[src/rtl/fdfl_pkg.sv]
// Shared constants, storage kinds and depth arithmetic for the single-clock FIFO.
// Assumes every user of the FIFO shares one clock with it.
package fdfl_pkg;

  typedef enum logic [3:0] {
    FDFL_BLOCK_RAM = 4'h1,
    FDFL_DIST_RAM  = 4'h2,
    FDFL_SHIFT_RAM = 4'h4,
    FDFL_HARD_PRIM = 4'h8
  } fdfl_store_t;

  localparam int FDFL_HARD_MIN_DEPTH = 512;
  localparam int FDFL_PRELOAD_EXTRA = 2;
  localparam int FDFL_INDEP_LOSS = 1;
  localparam int FDFL_PROG_LATENCY = 1;
  localparam int FDFL_BOTH_REGS = 2;

  localparam logic FDFL_FULL_RST = 1'b0;
  localparam logic FDFL_AFULL_RST = 1'b0;
  localparam logic FDFL_EMPTY_RST = 1'b1;
  localparam logic FDFL_AEMPTY_RST = 1'b1;
  localparam logic FDFL_PFULL_RST = 1'b0;
  localparam logic FDFL_PEMPTY_RST = 1'b1;
  localparam logic FDFL_VALID_RST = 1'b0;
  localparam logic FDFL_ACK_RST = 1'b0;
  localparam logic FDFL_REJ_RST = 1'b0;

  function automatic int fdfl_cascade(input int wr_depth, input int prim_depth);
    int d;
    d = (wr_depth < FDFL_HARD_MIN_DEPTH) ? FDFL_HARD_MIN_DEPTH : wr_depth;
    return (d + prim_depth - 1) / prim_depth;
  endfunction

  function automatic int fdfl_wr_depth(input fdfl_store_t st, input bit indep, input bit preload,
                                       input int out_regs, input int wd, input int rd, input int pd);
    int n;
    int d;
    n = fdfl_cascade(wd, pd);
    if (st == FDFL_HARD_PRIM) begin
      d = preload ? (pd + 1) * n : ((pd + 1) * n) - 1;
    end else if (!indep) begin
      d = preload ? wd + FDFL_PRELOAD_EXTRA : wd;
    end else begin
      d = preload ? (wd - FDFL_INDEP_LOSS) + 2 * (wd / rd) : wd - FDFL_INDEP_LOSS;
    end
    if (preload && out_regs == FDFL_BOTH_REGS && st != FDFL_HARD_PRIM) begin
      d = d + 1;
    end
    return d;
  endfunction

  function automatic int fdfl_rd_depth(input fdfl_store_t st, input bit indep, input bit preload,
                                       input int out_regs, input int wd, input int rd, input int pd);
    int d;
    if (st == FDFL_HARD_PRIM) begin
      d = fdfl_wr_depth(st, indep, preload, out_regs, wd, rd, pd);
    end else if (!indep) begin
      d = preload ? rd + FDFL_PRELOAD_EXTRA : rd;
    end else begin
      d = preload ? rd + 1 : rd - FDFL_INDEP_LOSS;
    end
    if (preload && out_regs == FDFL_BOTH_REGS && st != FDFL_HARD_PRIM) begin
      d = d + 1;
    end
    return d;
  endfunction

endpackage

[src/rtl/fdfl_mem.sv]
// Simple dual-port storage array with a registered read port and write-through bypass.
// Assumes one clock; the bypass lets a preload head see a word written the same edge.
`timescale 1ns/1ps
module fdfl_mem
  import fdfl_pkg::*;
#(
  parameter int WIDTH = 8,
  parameter int DEPTH = 16,
  parameter int AW = 4
) (
  // Clock and reset
  input wire logic clk,
  input wire logic rst,
  input wire logic clr,
  // Write port
  input wire logic we,
  input wire logic [AW-1:0] waddr,
  input wire logic [WIDTH-1:0] wdata,
  // Read port
  input wire logic re,
  input wire logic [AW-1:0] raddr,
  output logic [WIDTH-1:0] rdata
);

  logic [WIDTH-1:0] mem_r [DEPTH];
  logic [WIDTH-1:0] rdata_r;

  // Array has no reset so it can map onto RAM
  always_ff @(posedge clk) begin
    if (we) begin
      mem_r[waddr] <= wdata;
    end
  end

  always_ff @(posedge clk or posedge rst) begin
    if (rst) begin
      rdata_r <= '0;
    end else if (clr) begin
      rdata_r <= '0;
    end else if (re) begin
      rdata_r <= (we && waddr == raddr) ? wdata : mem_r[raddr];
    end
  end

  assign rdata = rdata_r;

endmodule

[src/rtl/fdfl_prog.sv]
// Programmable threshold flags for the FIFO occupancy.
// Assumes the occupancy and its next value come from the same clock domain.
`timescale 1ns/1ps
module fdfl_prog
  import fdfl_pkg::*;
#(
  parameter int CW = 5,
  parameter int PF_THRESH = 12,
  parameter int PE_THRESH = 2
) (
  // Clock and reset
  input wire logic clk,
  input wire logic rst,
  input wire logic clr,
  // Occupancy
  input wire logic wr_ok,
  input wire logic [CW-1:0] count_cur,
  input wire logic [CW-1:0] count_nxt,
  // Flags
  output logic prog_full,
  output logic prog_empty
);

  logic prog_full_r;
  logic prog_empty_r;

  // Registered from the settled count, one edge behind any operation
  always_ff @(posedge clk or posedge rst) begin
    if (rst) begin
      prog_full_r <= FDFL_PFULL_RST;
    end else if (clr) begin
      prog_full_r <= FDFL_PFULL_RST;
    end else begin
      prog_full_r <= (count_cur >= CW'(PF_THRESH));
    end
  end

  // A write moves it at once, a lone read one edge later
  always_ff @(posedge clk or posedge rst) begin
    if (rst) begin
      prog_empty_r <= FDFL_PEMPTY_RST;
    end else if (clr) begin
      prog_empty_r <= FDFL_PEMPTY_RST;
    end else begin
      prog_empty_r <= ((wr_ok ? count_nxt : count_cur) <= CW'(PE_THRESH));
    end
  end

  assign prog_full = prog_full_r;
  assign prog_empty = prog_empty_r;

endmodule

[src/rtl/fdfl_fifo.sv]
// Single-clock FIFO with standard or first-word preload read, flags and handshakes.
// Assumes writer and reader share clk; srst is a synchronous clear from the same domain.
//
// Overview of operation
// - Common clock standard read: usable depths equal configured depths exactly.
// - Common clock preload read: usable depths are configured depths plus two.
// - Independent clock standard read: usable depths are configured depths minus one.
// - Independent preload: read depth plus one; write depth minus one plus twice ratio.
// - Unequal write and read depths allowed only with block RAM storage.
// - Both output registers in preload mode add one more usable entry.
// - Hard primitive storage has minimum depth 512, effective depth per mode.
// - Cascaded primitive count is write depth over primitive depth, rounded up.
// - Latency zero means the flag changes on the operation's own clock edge.
// - Write updates full, almost full, ack, overflow at once; prog full one later.
// - Read updates empty, almost empty, valid, underflow, count at once; prog empty later.
// - Read updates full and almost full at once; prog full one edge later.
// - Write ack and overflow respond only to write requests.
// - Write updates empty, almost empty, prog empty and count at once.
// - Underflow, and valid in standard read, respond only to read requests; preload valid follows a present head word.
// - Write request while full raises overflow.
// - Read request while empty raises underflow.
// - One-cycle synchronous reset suffices; transactions accepted the next cycle.
`timescale 1ns/1ps
module fdfl_fifo
  import fdfl_pkg::*;
#(
  parameter int WIDTH = 8,
  parameter int WR_DEPTH = 16,
  parameter int RD_DEPTH = 16,
  parameter fdfl_store_t STORE = FDFL_BLOCK_RAM,
  parameter bit INDEP_CLK = 1'b0,
  parameter bit PRELOAD = 1'b0,
  parameter int OUT_REGS = 0,
  parameter int PRIM_DEPTH = 512,
  parameter int PF_THRESH = 12,
  parameter int PE_THRESH = 2
) (
  // Clock and reset
  input wire logic clk,
  input wire logic rst,
  input wire logic srst,
  // Write side
  input wire logic wr_en,
  input wire logic [WIDTH-1:0] din,
  output logic full,
  output logic almost_full,
  output logic prog_full,
  output logic wr_ack,
  output logic overflow,
  // Read side
  input wire logic rd_en,
  output logic [WIDTH-1:0] dout,
  output logic empty,
  output logic almost_empty,
  output logic prog_empty,
  output logic valid,
  output logic underflow,
  output logic [$clog2(fdfl_wr_depth(STORE, INDEP_CLK, PRELOAD, OUT_REGS, WR_DEPTH, RD_DEPTH,
                                     PRIM_DEPTH) + 1)-1:0] data_count
);

  // Depth follows clocking, read mode, storage and output registers
  localparam int DEPTH = fdfl_wr_depth(STORE, INDEP_CLK, PRELOAD, OUT_REGS, WR_DEPTH, RD_DEPTH,
                                       PRIM_DEPTH);
  localparam int RD_USABLE = fdfl_rd_depth(STORE, INDEP_CLK, PRELOAD, OUT_REGS, WR_DEPTH, RD_DEPTH,
                                           PRIM_DEPTH);
  localparam int CASCADE = fdfl_cascade(WR_DEPTH, PRIM_DEPTH);
  localparam int AW = (DEPTH > 1) ? $clog2(DEPTH) : 1;
  localparam int CW = $clog2(DEPTH + 1);
  localparam logic [CW-1:0] DEPTH_C = CW'(DEPTH);
  localparam logic [AW-1:0] LAST_C = AW'(DEPTH - 1);

  logic wr_ok;
  logic rd_ok;
  logic [AW-1:0] wr_ptr_r;
  logic [AW-1:0] rd_ptr_r;
  logic [AW-1:0] wr_ptr_inc;
  logic [AW-1:0] rd_ptr_inc;
  logic [AW-1:0] rd_addr;
  logic [CW-1:0] count_r;
  logic [CW-1:0] count_nxt;
  logic full_r;
  logic almost_full_r;
  logic empty_r;
  logic almost_empty_r;
  logic wr_ack_r;
  logic overflow_r;
  logic valid_r;
  logic underflow_r;

  // Requests against the wrong flag are refused, never stored or read
  assign wr_ok = wr_en && !full_r;
  assign rd_ok = rd_en && !empty_r;
  assign wr_ptr_inc = (wr_ptr_r == LAST_C) ? '0 : wr_ptr_r + 1'b1;
  assign rd_ptr_inc = (rd_ptr_r == LAST_C) ? '0 : rd_ptr_r + 1'b1;

  always_comb begin
    count_nxt = count_r;
    if (wr_ok && !rd_ok) begin
      count_nxt = count_r + 1'b1;
    end else if (rd_ok && !wr_ok) begin
      count_nxt = count_r - 1'b1;
    end
  end

  // Preload keeps the head word fetched; standard fetches only on a read
  assign rd_addr = (PRELOAD && rd_ok) ? rd_ptr_inc : rd_ptr_r;

  fdfl_mem #(
    .WIDTH(WIDTH),
    .DEPTH(DEPTH),
    .AW(AW)
  ) u_mem (
    .clk(clk),
    .rst(rst),
    .clr(srst),
    .we(wr_ok),
    .waddr(wr_ptr_r),
    .wdata(din),
    .re(PRELOAD ? 1'b1 : rd_ok),
    .raddr(rd_addr),
    .rdata(dout)
  );

  fdfl_prog #(
    .CW(CW),
    .PF_THRESH(PF_THRESH),
    .PE_THRESH(PE_THRESH)
  ) u_prog (
    .clk(clk),
    .rst(rst),
    .clr(srst),
    .wr_ok(wr_ok),
    .count_cur(count_r),
    .count_nxt(count_nxt),
    .prog_full(prog_full),
    .prog_empty(prog_empty)
  );

  // Pointers; a single srst cycle clears everything
  always_ff @(posedge clk or posedge rst) begin
    if (rst) begin
      wr_ptr_r <= '0;
      rd_ptr_r <= '0;
    end else if (srst) begin
      wr_ptr_r <= '0;
      rd_ptr_r <= '0;
    end else begin
      if (wr_ok) begin
        wr_ptr_r <= wr_ptr_inc;
      end
      if (rd_ok) begin
        rd_ptr_r <= rd_ptr_inc;
      end
    end
  end

  // Occupancy and level flags move on the operation's own edge
  always_ff @(posedge clk or posedge rst) begin
    if (rst) begin
      count_r <= '0;
      full_r <= FDFL_FULL_RST;
      almost_full_r <= FDFL_AFULL_RST;
      empty_r <= FDFL_EMPTY_RST;
      almost_empty_r <= FDFL_AEMPTY_RST;
    end else if (srst) begin
      count_r <= '0;
      full_r <= FDFL_FULL_RST;
      almost_full_r <= FDFL_AFULL_RST;
      empty_r <= FDFL_EMPTY_RST;
      almost_empty_r <= FDFL_AEMPTY_RST;
    end else begin
      count_r <= count_nxt;
      full_r <= (count_nxt == DEPTH_C);
      almost_full_r <= (count_nxt == DEPTH_C - 1'b1);
      empty_r <= (count_nxt == '0);
      almost_empty_r <= (count_nxt <= CW'(1));
    end
  end

  // Write handshakes look at wr_en only
  always_ff @(posedge clk or posedge rst) begin
    if (rst) begin
      wr_ack_r <= FDFL_ACK_RST;
      overflow_r <= FDFL_REJ_RST;
    end else if (srst) begin
      wr_ack_r <= FDFL_ACK_RST;
      overflow_r <= FDFL_REJ_RST;
    end else begin
      wr_ack_r <= wr_ok;
      overflow_r <= wr_en && full_r;
    end
  end

  // Read handshakes look at rd_en only; preload valid tracks a present head word
  always_ff @(posedge clk or posedge rst) begin
    if (rst) begin
      valid_r <= FDFL_VALID_RST;
      underflow_r <= FDFL_REJ_RST;
    end else if (srst) begin
      valid_r <= FDFL_VALID_RST;
      underflow_r <= FDFL_REJ_RST;
    end else begin
      valid_r <= PRELOAD ? (count_nxt != '0) : rd_ok;
      underflow_r <= rd_en && empty_r;
    end
  end

  assign full = full_r;
  assign almost_full = almost_full_r;
  assign wr_ack = wr_ack_r;
  assign overflow = overflow_r;
  assign empty = empty_r;
  assign almost_empty = almost_empty_r;
  assign valid = valid_r;
  assign underflow = underflow_r;
  assign data_count = count_r;

  // Checks
  logic [CW-1:0] past_count_r;
  always_ff @(posedge clk or posedge rst) begin
    if (rst) begin
      past_count_r <= '0;
    end else begin
      past_count_r <= count_r;
    end
  end

  depth_ratio_a: assert property (@(posedge clk) disable iff (rst)
    (WR_DEPTH == RD_DEPTH) || (STORE == FDFL_BLOCK_RAM))
    else $error("unequal port depths need block RAM storage");

  hard_depth_a: assert property (@(posedge clk) disable iff (rst)
    (STORE != FDFL_HARD_PRIM) || (CASCADE * PRIM_DEPTH >= FDFL_HARD_MIN_DEPTH))
    else $error("hard primitive cascade below minimum depth");

  usable_depth_a: assert property (@(posedge clk) disable iff (rst)
    (STORE == FDFL_HARD_PRIM) || INDEP_CLK ||
    (DEPTH == WR_DEPTH + (PRELOAD ? FDFL_PRELOAD_EXTRA + ((OUT_REGS == FDFL_BOTH_REGS) ? 1 : 0) : 0)))
    else $error("usable depth differs from configured depth");

  full_level_a: assert property (@(posedge clk) disable iff (rst)
    full == (data_count == DEPTH_C))
    else $error("full disagrees with occupancy");

  empty_level_a: assert property (@(posedge clk) disable iff (rst)
    empty == (data_count == '0))
    else $error("empty disagrees with occupancy");

  write_ack_a: assert property (@(posedge clk) disable iff (rst || srst)
    wr_en && !full |=> wr_ack && data_count != '0)
    else $error("accepted write not acknowledged");

  overflow_flag_a: assert property (@(posedge clk) disable iff (rst || srst)
    wr_en && full && !rd_en |=> overflow && full && $stable(data_count))
    else $error("write while full not rejected");

  underflow_flag_a: assert property (@(posedge clk) disable iff (rst || srst)
    rd_en && empty && !wr_en |=> underflow && !wr_ack && empty)
    else $error("read while empty not rejected");

  read_count_a: assert property (@(posedge clk) disable iff (rst || srst)
    rd_en && !empty && !wr_en |=> data_count == $past(data_count) - 1'b1)
    else $error("read did not lower occupancy on its edge");

  prog_full_lag_a: assert property (@(posedge clk) disable iff (rst || srst)
    ##1 !$past(srst) |-> prog_full == (past_count_r >= CW'(PF_THRESH)))
    else $error("prog full not one edge behind occupancy");

  sync_reset_a: assert property (@(posedge clk) disable iff (rst)
    srst |=> empty && !full && data_count == '0 && !valid && !wr_ack)
    else $error("one srst cycle did not clear the FIFO");

  almost_full_a: assert property (@(posedge clk) disable iff (rst)
    almost_full == (data_count == DEPTH_C - 1'b1))
    else $error("almost full disagrees with occupancy");

  almost_empty_a: assert property (@(posedge clk) disable iff (rst)
    almost_empty == (data_count <= CW'(1)))
    else $error("almost empty disagrees with occupancy");

  write_only_a: assert property (@(posedge clk) disable iff (rst || srst)
    !wr_en |=> !wr_ack && !overflow)
    else $error("write handshake moved without a write");

  read_only_a: assert property (@(posedge clk) disable iff (rst || srst)
    !rd_en |=> !underflow && (PRELOAD || !valid))
    else $error("read handshake moved without a read");

  write_count_a: assert property (@(posedge clk) disable iff (rst || srst)
    wr_en && !full && !rd_en |=> data_count == $past(data_count) + 1'b1)
    else $error("write did not raise occupancy on its edge");

  prog_empty_a: assert property (@(posedge clk) disable iff (rst || srst)
    wr_en && !full |=> prog_empty == (data_count <= CW'(PE_THRESH)))
    else $error("prog empty lagged a write");

  read_valid_a: assert property (@(posedge clk) disable iff (rst || srst)
    rd_en && !empty && !PRELOAD |=> valid)
    else $error("accepted read gave no valid");

  // Read side must gain exactly what the write side gains on one clock
  read_depth_a: assert property (@(posedge clk) disable iff (rst)
    (STORE == FDFL_HARD_PRIM) || INDEP_CLK || (RD_USABLE - RD_DEPTH == DEPTH - WR_DEPTH))
    else $error("usable read depth differs from write side");

  fill_cov: cover property (@(posedge clk) disable iff (rst) full ##[1:1000] empty);
  reject_cov: cover property (@(posedge clk) disable iff (rst) overflow ##[1:200] underflow);
  both_cov: cover property (@(posedge clk) disable iff (rst) wr_en && rd_en && !empty && !full);
  almost_cov: cover property (@(posedge clk) disable iff (rst) almost_full ##[1:100] almost_empty);
  srst_cov: cover property (@(posedge clk) disable iff (rst) !empty ##1 srst);

endmodule

[config.mk]
export PLATFORM = sky130hd
export DESIGN_NAME = fdfl_fifo
export DESIGN_NICKNAME = d
export VERILOG_FILES = /design/src/rtl/fdfl_pkg.sv /design/src/rtl/fdfl_mem.sv /design/src/rtl/fdfl_prog.sv /design/src/rtl/fdfl_fifo.sv
export SDC_FILE = /design/constraint.sdc
export NUM_CORES = 1
export LEC_CHECK = 0
export ABC_AREA = 1
export BUFFER_PORTS_ARGS = -buffer_cell sky130_fd_sc_hd__buf_2
export CAP_MARGIN = 0
export CORE_AREA = 4 4 112 114
export CTS_CLUSTER_DIAMETER = 50
export DETAILED_ROUTE_END_ITERATION = 16
export DIE_AREA = 0 0 116 118
export PLACE_DENSITY = 0.78
export SLEW_MARGIN = 20
export SYNTH_ARGS = -nofsm -noshare
export SYNTH_HDL_FRONTEND = slang
export SYNTH_SLANG_ARGS = --single-unit
[constraint.sdc]
create_clock -name clk -period 2.47 [get_ports clk]
set_clock_uncertainty 0.1 [all_clocks]
set_input_delay 0.6175 -clock clk [delete_from_list [all_inputs] [get_ports clk]]
set_output_delay 0.6175 -clock clk [all_outputs]
set_load 0.02 [all_outputs]
==> reports/metrics.cfg <==
[power_and_ir_drop]
power_per_cell_area_nw_per_um2=878.1
pleak_nw=3.180
peakVddDrop_v=0.0006726

[clock_tree]
post_cts_buffers=0
ctsHtreeMaxLevel=4
cts_root_buffer=clkbuf_16
clk_pin_slew_worst_paths_ps=60
clock_tree_from_tritoncts=yes
cts-resized-gates=0
worst_skew_pair.late_latency_ps=430
cts-root-to-sink-buffers=2
cts_hold_repair.buffers=0
number_of_buffers_created_by_cts=17
clock_sink_count=159

[sta]
drv_slew=0
hold_violations=0
relSlewSlack_pct=65.75
clock.fmax_mhz=492.7
worstMarginPinSlew_ps=513.8
final_min_period_over_clock_period_pct=82.18
totalNegativeSetupSlack_ps=0
count_of_endpoints_failing_setup_in_the_final_report=0
unrepaired_setup_endpoints_after_global_routing=no
final.min_clock_period_ps=2030

[logic_synthesis]
cell_taking_the_most_area_after_synthesis=edfxtp_1
ys.warnings.count=0
netlist_instances=660
synth_commonest_cells=167 x nor2_1, 128 x edfxtp_1, 105 x nand2_1, 75 x nand3_1, 63 x o21ai_0
synthArstFlopShare_pct=19.50
avgSynthCellArea_um2=10.41
ys_dominant_reg_cell=edfxtp_1
synth.area.top_cells=edfxtp_1 56%, dfrtp_1 10%, nor2_1 9.1%
post_synth_edffs=128
post-synth-top-count-cell=nor2_1
netlist.area_leader.share_pct=55.96
synth.yosys.seq_area_share_pct=67.30
netlist_area_um2=6869
yosysUniqueCellTypes=31
synth_fp_nets=681
flip_flop_and_latch_count_after_synthesis=159

[cells_and_area]
multi_input_combinational_cell_area_um2=1999
flip_flop_and_latch_area_um2=4624
fill_cells=831
layout-drive-gt1-share_pct=14.88
insertedDiodeCount=0
finalCoreUtilization_pct=69.58
nNetsFinal=734
flow.area_growth_from_synthesis_pct=15.66

[die]
std_cell_rows=39
coreArea_um2=11420
die_w_um=116
initial_core_util_pct=60.16
floorplan.io_pins=36
dieArea_um2=13690
chipHeight_um=118

[critical_path]
cp_cell_sequence=buf_4, nor2_1, o21ai_0, nand3_1, nand3_1, nand3_1, nand2_1, nand2_1
critPathMostFrequentCell=nand3_1
max_stage_delay_ps=650
crit_required_ps=2690
timing.critical_path.to_type=flop
path_buf_inv=1
arrival_ps=2250
timing.critical_path.fanout_max=33
critical_path_class=reg2reg
worst_path_dominant_cell_family=flip-flops
highest_delay_cell_along_the_critical_path=dfrtp_1
cp-start-kind=flop

[route]
vias_per_cell=5.815
via_count=5053
antenna_left=0
drt_iter0_drc=591
drt_first_pass_iters=7
drt_drc_violations_left=0
postRouteWirelength_mm=16.17
post_drt_wl_per_cell_um=18.61

[flow_run]
max_cap_viol_count=0

[run_status]
outcome=complete, no violations

[place]
place_hpwl_mm=10.23
gp_congestion=0.9136
i_o_buffers=35

[grt]
grt_antenna_before_repair=0
grt_pass1_vias=4998
gr-total-overflow=0
groute.usage.overall_pct=24.98
maximum_number_of_pins_on_one_net_before_global_route_repair=50
grt_first_pass_wirelength_mm=25.61

[min_path]
worst_hold_path_type=in2async

## report_power, final
group          internal (W)  switching, W
combinational      0.000321      0.000766
clock               0.00179       0.00105
sequential          0.00299     0.0000592
## through the flow
step | cell area, µm² | worst slack [ps] | total power, W | hold WS (ps) | std cells
after floorplan | 6869 | 628.0 | 0.003829 | 442.1 | 660
after global placement | 7302 | 472.7 | 0.004144 | 362.9 | 837
after detailed placement | 7302 | 451.9 | 0.004174 | 360.7 | 837
after CTS | 7945 | 446.2 | 0.006978 | 182.9 | 869
after global routing | 7945 | 248.9 | 0.007263 | 189.9 | 869
final | 7945 | 440.2 | 0.006976 | 164.1 | 869
## per-layer routing
layer  GRT usage, %  wire length [µm]
met5              0                 0
met4          9.282               403
met3          6.838              1257
met2          39.46              8036
met1          33.04              6470
## placed cells by master, fill, tap and decap left out, types with 6 or more instances in the layout
master / count
nand2_1: 105
ha_1: 8
edfxtp_1: 128
nand3_1: 75
buf_4: 25
nor2_1: 167
clkbuf_16: 17
inv_2: 6
inv_1: 24
o21ai_0: 63
dfrtp_1: 27
buf_2: 35
## logic make-up (layout without fill, tap and decap cells)
group           after synthesis  after routing  share of synthesized area [%]
simple gates                356            356                          21.44
flops                       159            159                          67.30
compound gates               74             74                          5.574
buf+inv                      58            124                          3.588
fa+ha+maj                     8              8                          1.457
xor+xnor                      5              5                         0.6376
## registers in the layout, summed over array words and instances, names as in the netlist
register,count
u_mem.mem_r,128
u_mem.rdata,8
data_count,5
rd_addr,4
wr_ptr_r,4
almost_empty,1
almost_full,1
empty,1
full,1
overflow,1
u_prog.prog_empty,1
u_prog.prog_full,1
underflow,1
valid,1
wr_ack,1
## layout make-up
class                   count  share of cell area [%]
flip-flops and latches    159                   58.20
multi-input cells         443                   25.17
clock buffers              18                   5.402
repair buffers             61                   4.819
clock inverters            14                   2.693
well taps                 143                   2.252
inverters                  31                   1.465
## path summary, 6_finish.rpt
path / cells past startpoint / startpoint / endpoint / slack [ps]
max: 8 / rd_addr[1] / u_mem.rdata[4] / 440
min: 3 / rst / u_mem.rdata[4] / 160
max reg2reg: 8 / rd_addr[1] / u_mem.rdata[4] / 440
min reg2reg: 2 / u_mem.rdata[5] / u_mem.rdata[5] / 370
max in group asynchronous: 3 / rst / u_prog.prog_empty / 1770
min in group clk: 3 / rd_en / underflow / 330
## worst reg2reg max path, delay by kind of cell, from the launching register on
family	cells	cell delay (ps)
AO/OA/AOI/OAI	1	110
flip-flops	1	650
AND/OR/NAND/NOR	6	630
buffers and inverters	1	440
Power figures use the tool's default switching activity.
